<file path="config.mk">
export PLATFORM = sky130hd
export DESIGN_NAME = timer16_top
export DESIGN_NICKNAME = d
export VERILOG_FILES = /design/src/design/timer16_pkg.sv /design/src/design/count_clock_if.sv /design/src/design/count_clock_gen.sv /design/src/design/timer16_top.sv
export SDC_FILE = /design/constraint.sdc
export NUM_CORES = 1
export LEC_CHECK = 0
export BUFFER_PORTS_ARGS = -buffer_cell sky130_fd_sc_hd__buf_2
export CAP_MARGIN = 20
export CORE_MARGIN = 5
export CORE_UTILIZATION = 40
export DETAILED_ROUTE_END_ITERATION = 7
export PLACE_DENSITY = 0.67
export SETUP_SLACK_MARGIN = 0.4
export SLEW_MARGIN = 20
export SYNTH_ARGS = -nofsm -noshare
export SYNTH_HDL_FRONTEND = slang
export SYNTH_SLANG_ARGS = --single-unit
</file>
<file path="constraint.sdc">
create_clock -name clock_in -period 4.87 [get_ports clock_in]
set_clock_uncertainty 0.1 [all_clocks]
set_input_delay 0.7305 -clock clock_in [delete_from_list [all_inputs] [get_ports clock_in]]
set_output_delay 0.7305 -clock clock_in [all_outputs]
set_load 0.01 [all_outputs]
</file>
<file path="src/design/timer16_pkg.sv">
package timer16_pkg;

  // ----------------------------------------------------------------------
  // Register byte offsets.
  // ----------------------------------------------------------------------
  localparam logic [7:0] PRESCALER_OFF = 8'h00;
  localparam logic [7:0] SELECTOR_OFF = 8'h04;
  localparam logic [7:0] MODE_OFF = 8'h08;
  localparam logic [7:0] OUTPUT_CTRL_OFF = 8'h0C;
  localparam logic [7:0] COMPARE_A_OFF = 8'h10;
  localparam logic [7:0] COMPARE_B_OFF = 8'h14;
  localparam logic [7:0] COUNTER_OFF = 8'h18;
  localparam logic [7:0] STATUS_OFF = 8'h1C;
  localparam int INST_STRIDE = 32;

  // ----------------------------------------------------------------------
  // Field positions.
  // ----------------------------------------------------------------------
  localparam int CLK_SEL_LSB = 0;
  localparam int EDGE_SEL_LSB = 4;
  localparam int OP_MODE_LSB = 2;
  localparam int OUT_ENABLE_BIT = 0;
  localparam int INVERT_A_BIT = 1;
  localparam int LEVEL_RESET_BIT = 2;
  localparam int LEVEL_SET_BIT = 3;
  localparam int MASK_B_BIT = 4;

  // ----------------------------------------------------------------------
  // Reset values and encodings.
  // ----------------------------------------------------------------------
  localparam logic [7:0] REG8_RESET = 8'h00;
  localparam logic [15:0] REG16_RESET = 16'h0000;
  localparam logic [1:0] MODE_STOP = 2'h0;
  localparam logic [1:0] MODE_CLEAR_A = 2'h3;
  localparam logic [1:0] EDGE_FALL = 2'h0;
  localparam logic [1:0] EDGE_RISE = 2'h1;
  localparam logic [1:0] EDGE_BOTH = 2'h3;

  // ----------------------------------------------------------------------
  // Timing.
  // ----------------------------------------------------------------------
  localparam int SYS_CLK_HZ = 20000000;
  localparam int WATCH_TICK_PERIOD = 1024;

endpackage

</file>
<file path="src/design/count_clock_if.sv">
`timescale 1ns/10ps
`default_nettype none
interface count_clock_if;
  logic [2:0] clk_sel;
  logic [1:0] edge_sel;
  logic ext_sync;
  logic watch_tick;
  logic run;
  logic tick;
  modport src (input clk_sel, edge_sel, ext_sync, watch_tick, run,
               output tick);
  modport user (output clk_sel, edge_sel, ext_sync, watch_tick, run,
                input tick);
endinterface
`default_nettype wire

</file>
<file path="src/design/count_clock_gen.sv">
`timescale 1ns/10ps
`default_nettype none
module count_clock_gen #(
  parameter bit INST01 = 1'b0
) (
  input wire logic clock_in,
  input wire logic rst_n_in,
  count_clock_if.src cc
);
  logic [6:0] div_reg;
  logic ext_prev_reg;
  logic edge_hit;
  logic tick_next;

  // ----------------------------------------------------------------------
  // Prescaler and edge detect.
  // ----------------------------------------------------------------------
  always_ff @(posedge clock_in) begin
    if (!rst_n_in || !cc.run) begin
      div_reg <= 7'h00;
    end else begin
      div_reg <= div_reg + 7'h01;
    end
  end

  always_ff @(posedge clock_in) begin
    if (!rst_n_in) begin
      ext_prev_reg <= 1'b0;
    end else begin
      ext_prev_reg <= cc.ext_sync;
    end
  end

  always_comb begin
    case (cc.edge_sel) // [RULE18]
      timer16_pkg::EDGE_FALL: edge_hit = ext_prev_reg && !cc.ext_sync;
      timer16_pkg::EDGE_RISE: edge_hit = !ext_prev_reg && cc.ext_sync;
      timer16_pkg::EDGE_BOTH: edge_hit = ext_prev_reg != cc.ext_sync;
      default: edge_hit = 1'b0;
    endcase
  end

  always_comb begin
    if (!INST01) begin
      case (cc.clk_sel) // [RULE1]
        3'h0: tick_next = div_reg[0];
        3'h1: tick_next = &div_reg[1:0];
        3'h2: tick_next = &div_reg[2:0];
        3'h3: tick_next = edge_hit;
        3'h4: tick_next = &div_reg[4:0];
        3'h5: tick_next = &div_reg[5:0];
        3'h6: tick_next = &div_reg[6:0];
        default: tick_next = 1'b0;
      endcase
    end else begin
      case (cc.clk_sel) // [RULE2]
        3'h0: tick_next = 1'b1;
        3'h1: tick_next = &div_reg[1:0];
        3'h2: tick_next = cc.watch_tick;
        3'h3: tick_next = edge_hit;
        3'h4: tick_next = div_reg[0];
        3'h5: tick_next = &div_reg[2:0];
        3'h6: tick_next = &div_reg[3:0];
        default: tick_next = 1'b0;
      endcase
    end
  end

  assign cc.tick = cc.run && tick_next;
endmodule
`default_nettype wire

</file>
<file path="src/design/timer16_top.sv">
// How it works
// RULE1: Instance 00 clock codes: /2,/4,/8,edge,/32,/64,/128; 111 none.
// RULE2: Instance 01 clock codes: fxx,/4,watch tick,edge,/2,/8,/16; 111 none.
// RULE3: Software avoids undivided clock for instance 01 except at 10 MHz.
// RULE4: External edge input holds each level over two fxx/4 periods.
// RULE5: Mode 11 starts counting on the selected count clock.
// RULE6: Counter equal to compare A clears counter and pulses interrupt A.
// RULE7: Compare A value M gives interrupt A every M+1 counts.
// RULE8: Software never loads compare A with zero in these modes.
// RULE9: Counter equal to compare B pulses interrupt B; a mask gates it.
// RULE10: Software configures everything before writing mode 11.
// RULE11: Mode 00 stops counting and zeroes the counter.
// RULE12: Software writes 03H to output control for a square wave.
// RULE13: Compare A match clears counter, pulses interrupt, toggles output.
// RULE14: Square wave period is twice M+1 count clocks.
// RULE15: Counter is 16 bits and readable by software.
// RULE16: Output enable 0 holds the pin low; 1 drives the flip-flop.
// RULE17: Invert bit 1 toggles on compare A; interrupt raised regardless.
// RULE18: Edge select: 00 falling, 01 rising, 11 both, 10 none.
// RULE19: Software leaves prescaler alone while running.
// RULE20: Counter steps once per count event; compare uses updated value. Only compare B does here; compare A uses the value before the step.
//
// The APB slave port and the address map were decided locally.
`timescale 1ns/10ps
`default_nettype none
module timer16_top (
  input wire logic clock_in,
  input wire logic rst_n_in,
  input wire logic psel_in,
  input wire logic penable_in,
  input wire logic pwrite_in,
  input wire logic [7:0] paddr_in,
  input wire logic [31:0] pwdata_in,
  output logic [31:0] prdata_out,
  output logic pready_out,
  output logic pslverr_out,
  input wire logic [1:0] ext_edge_input_in,
  output logic [1:0] timer_output_pin_out,
  output logic [1:0] match_irq_a_out,
  output logic [1:0] match_irq_b_out
);
  logic [7:0] prescaler_mode_reg [2];
  logic [7:0] selector_control_reg;
  logic [1:0] op_mode_bits [2];
  logic [7:0] output_control_reg [2];
  logic [15:0] compare_reg_a [2];
  logic [15:0] compare_reg_b [2];
  logic [15:0] up_counter [2];
  logic [1:0] out_ff_reg;
  logic [1:0] ext_meta_reg;
  logic [1:0] ext_sync_reg;
  logic [9:0] watch_reg;
  logic watch_tick;
  logic [1:0] tick;
  logic [1:0] running;
  logic wr_access;
  logic rd_access;
  logic [1:0] inst_sel;
  logic [4:0] reg_off;
  logic addr_ok;
  logic [31:0] rdata_next;
  logic [1:0] match_a;
  logic [1:0] match_b;
  logic [15:0] count_next [2];

  // ----------------------------------------------------------------------
  // Helper functions.
  // ----------------------------------------------------------------------
  function automatic logic wr_hit(input logic [7:0] off, input int inst);
    wr_hit = wr_access && (inst_sel == 2'(inst)) && (reg_off == off[4:0]);
  endfunction

  // ----------------------------------------------------------------------
  // Bus decode.
  // ----------------------------------------------------------------------
  assign wr_access = psel_in && penable_in && pwrite_in && pready_out;
  assign rd_access = psel_in && penable_in && !pwrite_in && pready_out;
  assign inst_sel = (paddr_in >= 8'(2 * timer16_pkg::INST_STRIDE)) ? 2'h2 :
                    ((paddr_in >= 8'(timer16_pkg::INST_STRIDE)) ? 2'h1 : 2'h0);
  assign reg_off = paddr_in[4:0];
  assign addr_ok = (inst_sel != 2'h2) && (paddr_in[1:0] == 2'h0);

  always_ff @(posedge clock_in) begin
    if (!rst_n_in) begin
      pready_out <= 1'b0;
    end else begin
      pready_out <= psel_in && !pready_out;
    end
  end

  // ----------------------------------------------------------------------
  // Pin synchronisers and watch tick.
  // ----------------------------------------------------------------------
  always_ff @(posedge clock_in) begin
    if (!rst_n_in) begin
      ext_meta_reg <= 2'h0;
      ext_sync_reg <= 2'h0;
    end else begin
      ext_meta_reg <= ext_edge_input_in; // [RULE4]
      ext_sync_reg <= ext_meta_reg;
    end
  end

  always_ff @(posedge clock_in) begin
    if (!rst_n_in) begin
      watch_reg <= 10'h000;
    end else if (watch_reg == 10'(timer16_pkg::WATCH_TICK_PERIOD - 1)) begin
      watch_reg <= 10'h000;
    end else begin
      watch_reg <= watch_reg + 10'h001;
    end
  end
  assign watch_tick = watch_reg == 10'h000;

  // ----------------------------------------------------------------------
  // Per-instance counters.
  // ----------------------------------------------------------------------
  for (genvar i = 0; i < 2; i++) begin : g_inst
    count_clock_if cc();
    assign cc.clk_sel = {selector_control_reg[i],
                         prescaler_mode_reg[i][timer16_pkg::CLK_SEL_LSB +: 2]};
    assign cc.edge_sel = prescaler_mode_reg[i][timer16_pkg::EDGE_SEL_LSB +: 2];
    assign cc.ext_sync = ext_sync_reg[i];
    assign cc.watch_tick = watch_tick;
    assign cc.run = running[i];
    assign tick[i] = cc.tick;

    count_clock_gen #(.INST01(i == 1)) u_gen (
      .clock_in(clock_in),
      .rst_n_in(rst_n_in),
      .cc(cc)
    );

    assign running[i] = op_mode_bits[i] == timer16_pkg::MODE_CLEAR_A; // [RULE5]
    assign count_next[i] = up_counter[i] + 16'h0001; // [RULE20]
    assign match_a[i] = tick[i] && (up_counter[i] == compare_reg_a[i]);
    assign match_b[i] = tick[i] && (count_next[i] == compare_reg_b[i]);

    always_ff @(posedge clock_in) begin
      if (!rst_n_in) begin
        up_counter[i] <= timer16_pkg::REG16_RESET;
      end else if (!running[i]) begin
        up_counter[i] <= timer16_pkg::REG16_RESET; // [RULE11]
      end else if (match_a[i]) begin
        up_counter[i] <= timer16_pkg::REG16_RESET; // [RULE6] [RULE7]
      end else if (tick[i]) begin
        up_counter[i] <= count_next[i]; // [RULE20]
      end
    end

    always_ff @(posedge clock_in) begin
      if (!rst_n_in) begin
        match_irq_a_out[i] <= 1'b0;
        match_irq_b_out[i] <= 1'b0;
      end else begin
        match_irq_a_out[i] <= match_a[i]; // [RULE6] [RULE13]
        match_irq_b_out[i] <= match_b[i] && // [RULE9]
          !output_control_reg[i][timer16_pkg::MASK_B_BIT];
      end
    end

    always_ff @(posedge clock_in) begin
      if (!rst_n_in) begin
        out_ff_reg[i] <= 1'b0;
      end else if (wr_hit(timer16_pkg::OUTPUT_CTRL_OFF, i) &&
                   pwdata_in[timer16_pkg::LEVEL_SET_BIT]) begin
        out_ff_reg[i] <= 1'b1;
      end else if (wr_hit(timer16_pkg::OUTPUT_CTRL_OFF, i) &&
                   pwdata_in[timer16_pkg::LEVEL_RESET_BIT]) begin
        out_ff_reg[i] <= 1'b0;
      end else if (match_a[i] &&
                   output_control_reg[i][timer16_pkg::INVERT_A_BIT]) begin
        out_ff_reg[i] <= !out_ff_reg[i]; // [RULE13] [RULE14] [RULE17]
      end
    end

    always_ff @(posedge clock_in) begin
      if (!rst_n_in) begin
        timer_output_pin_out[i] <= 1'b0;
      end else begin
        timer_output_pin_out[i] <= // [RULE16]
          output_control_reg[i][timer16_pkg::OUT_ENABLE_BIT] && out_ff_reg[i];
      end
    end

    always_ff @(posedge clock_in) begin
      if (!rst_n_in) begin
        prescaler_mode_reg[i] <= timer16_pkg::REG8_RESET;
        op_mode_bits[i] <= timer16_pkg::MODE_STOP;
        output_control_reg[i] <= timer16_pkg::REG8_RESET;
        compare_reg_a[i] <= timer16_pkg::REG16_RESET;
        compare_reg_b[i] <= timer16_pkg::REG16_RESET;
      end else begin
        if (wr_hit(timer16_pkg::PRESCALER_OFF, i)) begin
          prescaler_mode_reg[i] <= pwdata_in[7:0] & 8'hF3;
        end
        if (wr_hit(timer16_pkg::MODE_OFF, i)) begin
          op_mode_bits[i] <= pwdata_in[timer16_pkg::OP_MODE_LSB +: 2];
        end
        if (wr_hit(timer16_pkg::OUTPUT_CTRL_OFF, i)) begin
          output_control_reg[i] <= pwdata_in[7:0] & 8'h13;
        end
        if (wr_hit(timer16_pkg::COMPARE_A_OFF, i)) begin
          compare_reg_a[i] <= pwdata_in[15:0];
        end
        if (wr_hit(timer16_pkg::COMPARE_B_OFF, i)) begin
          compare_reg_b[i] <= pwdata_in[15:0];
        end
      end
    end
  end

  // ----------------------------------------------------------------------
  // Shared selector register.
  // ----------------------------------------------------------------------
  always_ff @(posedge clock_in) begin
    if (!rst_n_in) begin
      selector_control_reg <= timer16_pkg::REG8_RESET;
    end else if (wr_hit(timer16_pkg::SELECTOR_OFF, 0) ||
                 wr_hit(timer16_pkg::SELECTOR_OFF, 1)) begin
      selector_control_reg <= pwdata_in[7:0] & 8'h03;
    end
  end

  // ----------------------------------------------------------------------
  // Read data and error.
  // ----------------------------------------------------------------------
  always_comb begin
    rdata_next = 32'h0000_0000;
    if (inst_sel != 2'h2) begin
      case ({3'h0, reg_off})
        timer16_pkg::PRESCALER_OFF:
          rdata_next = {24'h0, prescaler_mode_reg[inst_sel[0]]};
        timer16_pkg::SELECTOR_OFF:
          rdata_next = {24'h0, selector_control_reg};
        timer16_pkg::MODE_OFF:
          rdata_next = {28'h0, op_mode_bits[inst_sel[0]], 2'h0};
        timer16_pkg::OUTPUT_CTRL_OFF:
          rdata_next = {24'h0, output_control_reg[inst_sel[0]]};
        timer16_pkg::COMPARE_A_OFF:
          rdata_next = {16'h0, compare_reg_a[inst_sel[0]]};
        timer16_pkg::COMPARE_B_OFF:
          rdata_next = {16'h0, compare_reg_b[inst_sel[0]]};
        timer16_pkg::COUNTER_OFF:
          rdata_next = {16'h0, up_counter[inst_sel[0]]}; // [RULE15]
        timer16_pkg::STATUS_OFF:
          rdata_next = {30'h0, out_ff_reg[inst_sel[0]], running[inst_sel[0]]};
        default:
          rdata_next = 32'h0000_0000;
      endcase
    end
  end

  always_ff @(posedge clock_in) begin
    if (!rst_n_in) begin
      prdata_out <= 32'h0000_0000;
      pslverr_out <= 1'b0;
    end else begin
      prdata_out <= (psel_in && !pwrite_in && !pready_out) ? rdata_next
                    : prdata_out;
      pslverr_out <= psel_in && !pready_out && !addr_ok;
    end
  end
endmodule
`default_nettype wire
</file>
; Word level (Yosys, flattened, before mapping)
; Memory sizes are Yosys's and may differ from the RTL's.
; Cells that the tools add are included.
[classes]
addsub = 5
magnitude_cmp = 3
n_eq_ne = 34
mux = 89
bitwise = 17
reduce_logical = 78
[ops]
columns = cell, n
row1 = 16-bit 2-to-1 mux, 11
row2 = 16-bit case mux with 8 select lines, 1
row3 = 1-bit 2-to-1 mux, 66
row4 = 16-bit equality test, 4
row5 = 1-bit logical AND, 42
row6 = "16-bit by 1-bit adder with 16-bit output, second input constant", 2
row7 = "5-bit equality test, second input constant", 4
row8 = "3-bit equality test, second input constant", 6
row9 = 1-bit bitwise OR, 16
row10 = "7-bit by 1-bit adder with 7-bit output, second input constant", 2
row11 = 1-bit logical NOT, 14
row12 = 1-bit case mux with 7 select lines, 2
row13 = "3-bit by 2-bit equality test with 1-bit output, second input constant", 4
row14 = 6-bit 2-to-1 mux, 2
row15 = "10-bit by 1-bit adder with 10-bit output, second input constant", 1
row16 = "10-bit equality test, second input constant", 1
row17 = "5-bit by 4-bit equality test with 1-bit output, second input constant", 2
row18 = 10-bit logical NOT, 1
row19 = "2-bit equality test, second input constant", 4
row20 = "8-bit by 6-bit >= comparator with 1-bit output, second input constant", 1
row21 = "8-bit by 7-bit >= comparator with 1-bit output, second input constant", 1
row22 = 2-bit logical NOT, 4
row23 = 7-bit AND reduction, 1
row24 = "2-bit by 1-bit equality test with 1-bit output, second input constant", 3
row25 = 19 further kinds, 31
[totals]
regBits = 74
ramBits = 118
in_bits = 47
word_cells = 251
n_memories = 6
[memory_table]
columns = memory, words, word_bits, rd, rd_clocked_by_memory_dff, wr, line_no
row1 = compare_reg_a, 2, 16, 3, 0, 2, timer16_top.sv:46  ; logic [15:0] compare_reg_a [2];
row2 = compare_reg_b, 2, 16, 3, 0, 2, timer16_top.sv:47  ; logic [15:0] compare_reg_b [2];
row3 = up_counter, 2, 16, 3, 0, 2, timer16_top.sv:48  ; logic [15:0] up_counter [2];
row4 = prescaler_mode_reg, 2, 6, 3, 0, 2, timer16_top.sv:42  ; logic [7:0] prescaler_mode_reg [2];
row5 = output_control_reg, 2, 3, 3, 0, 2, timer16_top.sv:45  ; logic [7:0] output_control_reg [2];
row6 = op_mode_bits, 2, 2, 3, 0, 2, timer16_top.sv:44  ; logic [1:0] op_mode_bits [2];

; Depth between registers and ports, before layout
[logic_depth]
word_depth = 12
depth_mapped = 10

; Hierarchy
; From an unflattened synthesis, not the netlist that was laid out.
[unflattened]
hier_cells = 917
hier_area_um2 = 9520.4
[by_module_without_submodules]
columns = module, n_inst, cells_per_inst, area_per_inst_um2, seq_area_each_um2
row1 = timer16_top, 1, 839, 8814.7, 4384.2
row2 = count_clock_gen at g_inst[0].u_gen, 1, 42, 407.9, 160.2
row3 = count_clock_gen at g_inst[1].u_gen, 1, 36, 297.8, 100.1

; Worst setup path before layout
; OpenSTA, ideal clock, no wires.
[synth_path]
kind = input-to-reg
startpoint = in paddr_in[0]
endpoint = mem compare_reg_a[0][0], enable pin
arrival_time_ns = 2.860
required_time_ns = 4.359
slack_ns = 1.498
stages = 5
cell_sequence = nor4b_1 nand2b_1 clkbuf_1 clkbuf_1 o21ai_0
[synth_rtl]
columns = element, line_no
row1 = "start, declared", timer16_top.sv:32  ; input wire logic [7:0] paddr_in,
row2 = "end, declared", timer16_top.sv:46

==> qor.yml <==
logic_synthesis:
  yosys.area_share.simple: 0.233
  ys.flop_type: "edfxtp_1"
  synth_top_family_by_area: "simple AND/OR/NAND/NOR gates"
  synth-adder-area-share: 0.0168
  netlist_instances: 956
  synth.ff_latch_count: 173
  ys_seq_area_frac: 0.480
  synth-edff-count: 118
  synth_xor_area_frac: 0.0965
  yosys.cell_types.count: 71
  synth.area.mux_share: 0.0439
  ys_async_sr_fraction: 0
  ys_warn_count: 0
  postSynthAreaPerCell_um2: 10.1
  synth_compound_area_frac: 0.0832
  syn_area_um2: 9680
sta:
  min_period_over_period: 0.673
  max_freq_mhz: 305
  period_minus_slack_ns: 3.28
  layout_setup_ws_ns: 1.59
  finalHoldViolations: 0
  worstMarginPinSlew_ns: 1.13
  finalMaxSlewViolations: 0
  slew_headroom: 0.245
  finalSetupTns_ns: 0
  rsz0062_at_grt: "false"
  setup_viol: 0
  hold_slack_ns: 0.326
finish:
  syn2layout_area_growth_pct: 10.4
  drive_gt1_frac: 0.116
  mostFrequentLayoutCells: "118 x edfxtp_1, 102 x and2_1, 77 x nor2_1"
  antenna_cells: 0
  reg.largest.list: "compare_reg_a: 32 flops, compare_reg_b: 32 flops, up_counter: 32 flops"
  layout_commonest_cell: "edfxtp_1"
  final_nets: 1037
clock_network:
  clockBufferDepth: 2
  cts-resized-gates: 0
  cts_tree: "done"
  clockRootBuffer: "clkbuf_16"
  clock-sinks: 173
  cts_hold_buf: 0
  cts_buffers: 17
  cts_max_level: 4
  clock_latency_ns: 0.44
  post-cts-setup-buffers: 0
  clk_pin_slew_worst_paths_ns: 0.07
floorplanning:
  rows: 57
  io_pins: 87
  design.core.area_um2: 24100
  dieHeight_um: 166
  die_area_um2: 27400
  initial_core_util: 0.402
  die_w_um: 166
global_routing:
  grt.total_usage: 0.185
  grt-ovfl-total: 0
  met3_usage: 0.0352
  top_usage_layer: "met2"
  grt_pass1_vias: 6865
  grt_util_met1: 0.246
  antenna_found_initial: 3
  met2_usage: 0.301
  grt_max_degree: 37
  grt_first_pass_wirelength_mm: 38.4
drt:
  route.detailed.drc: 0
  vias_per_cell: 5.45
  ant_nets: 0
  drt_iter0_markers: 683
  wl_mm: 25.1
  first_pass_iters: 5
  routedWlPerCell_um: 19.1
  dr_total_vias: 7166
power_and_ir_drop:
  p_seq_frac: 0.505
  power_density_nw_per_um2: 304
  pwr-share-comb: 0.055
  p_switching_w: 0.000781
  p_int_w: 0.00247
  clkPwrFrac: 0.440
  switching_share: 0.240
  ir_worst_vdd_v: 0.000245
  p_leak_nw: 4.07
placed_design:
  preCtsSetupSlack_ns: 1.31
  gp_congestion: 0.883
  portBuffers: 54
  dp_hpwl_mm: 18.4
setup_path:
  rrSetupSlack_ns: 2.04
  r2r-start: "pready_out"
  crit_type: "in -> reg"
  reg2reg_to: "compare_reg_b[0][15]"
  end_kind: "flip-flop"
  r2r_cells: 5
  cp.required_ns: 5.07
  crit_end: "compare_reg_b[0][15]"
  cp-startpoint: "paddr_in[3]"
  cp.arrival_ns: 3.48
  cp-start-kind: "input port"
  cp_slowest_stage_delay_ns: 1.02
  critPathMaxFanout: 16
  path_cells: "buf_2 > nor4b_1 > nand2_1 > nor2_1 > and2_1"
  cpMaxStageDelayCell: "nor2_1"
outcome:
  status: "complete, no violations"
worst_hold_path:
  hp-class: "reg -> reg"
job:
  max_cap_viol_count: 0
==> power by group through the flow <==
stage	Clock [W]	Sequential, W	Combinational [W]
final	0.00143	0.00164	0.000178
after global routing	0.00152	0.00164	0.000193
after CTS	0.00146	0.00164	0.000177
after detailed placement	0	0.00167	0.000176
after global placement	0	0.00167	0.000174
after floorplan	0	0.00165	0.000131
==> how the worst min path moves through the flow <==
stage / start / cells past startpoint / to
3_3_place_gp: ext_meta_reg[1] / 1 / ext_sync_reg[1]
5_1_grt: ext_meta_reg[1] / 1 / ext_sync_reg[1]
3_5_place_dp: ext_meta_reg[0] / 1 / ext_sync_reg[0]
4_1_cts: ext_meta_reg[1] / 1 / ext_sync_reg[1]
2_1_floorplan: ext_meta_reg[0] / 1 / ext_sync_reg[0]
6_report: ext_meta_reg[1] / 1 / ext_sync_reg[1]
==> synth_stat cells (4+ instances only) <==
cell type | number | area [um^2]
a21boi_0 | 9 | 67.6
a21oi_1 | 26 | 130
a221oi_1 | 5 | 43.8
and2_1 | 102 | 638
and3_1 | 17 | 106
buf_1 | 5 | 18.8
buf_2 | 12 | 60.1
buf_4 | 21 | 158
clkbuf_1 | 31 | 116
dfxtp_1 | 55 | 1100
edfxtp_1 | 118 | 3540
ha_1 | 13 | 163
inv_1 | 15 | 56.3
mux2i_1 | 38 | 380
nand2_1 | 76 | 285
nand2b_1 | 8 | 50.1
nand3_1 | 30 | 150
nand3b_1 | 6 | 45.0
nand4_1 | 15 | 93.8
nor2_1 | 77 | 289
nor2b_1 | 10 | 62.6
nor3_1 | 20 | 100
nor4_1 | 14 | 87.6
nor4_2 | 4 | 50.1
o211ai_1 | 6 | 45.0
o21ai_0 | 35 | 175
o22ai_1 | 14 | 87.6
or3_1 | 5 | 31.3
xnor2_1 | 43 | 377
xor2_1 | 61 | 534
==> worst max-delay path, delay by kind of cell <==
kind | cells | cell delay (ns)
buffers and inverters | 1 | 0.22
and+or+nand+nor | 4 | 2.52
==> layout make-up <==
cell class / count / area, um^2
Fill cell: 2324 / 13400
Multi-Input combinational cell: 709 / 4650
Sequential cell: 173 / 4640
Clock buffer: 18 / 450
Tap cell: 324 / 405
Timing Repair Buffer: 60 / 315
Clock inverter: 14 / 165
Inverter: 16 / 60.1
==> metrics by stage <==
stage	utilization	total power, W	area, um^2	cells
4_1_cts	0.443	0.00327	10700	1314
2_1_floorplan	-	0.00178	9740	971
5_1_grt	0.443	0.00335	10700	1314
3_3_place_gp	0.418	0.00185	10100	1282
3_5_place_dp	0.418	0.00185	10100	1282
6_report	0.443	0.00325	10700	1314
==> cell families (layout without fill, tap and decap cells) <==
| kind of cell | Yosys count | count (layout) |
|---|---|---|
| AO/OA/AOI/OAI | 125 | 125 |
| XOR/XNOR | 105 | 105 |
| adder cells (fa/ha/maj) | 13 | 13 |
| buffers and inverters | 89 | 108 |
| flip-flops | 173 | 173 |
| multiplexers | 40 | 40 |
| other | 1 | 16 |
| AND/OR/NAND/NOR | 410 | 410 |
==> routing by layer <==
metal  vias to the layer above  wire, um
li1                       3399         -
met1                      3445     10700
met2                       269     11800
met3                        47      1830
met4                         6       658
met5                         -        29
(Power assumes the default switching activity.)
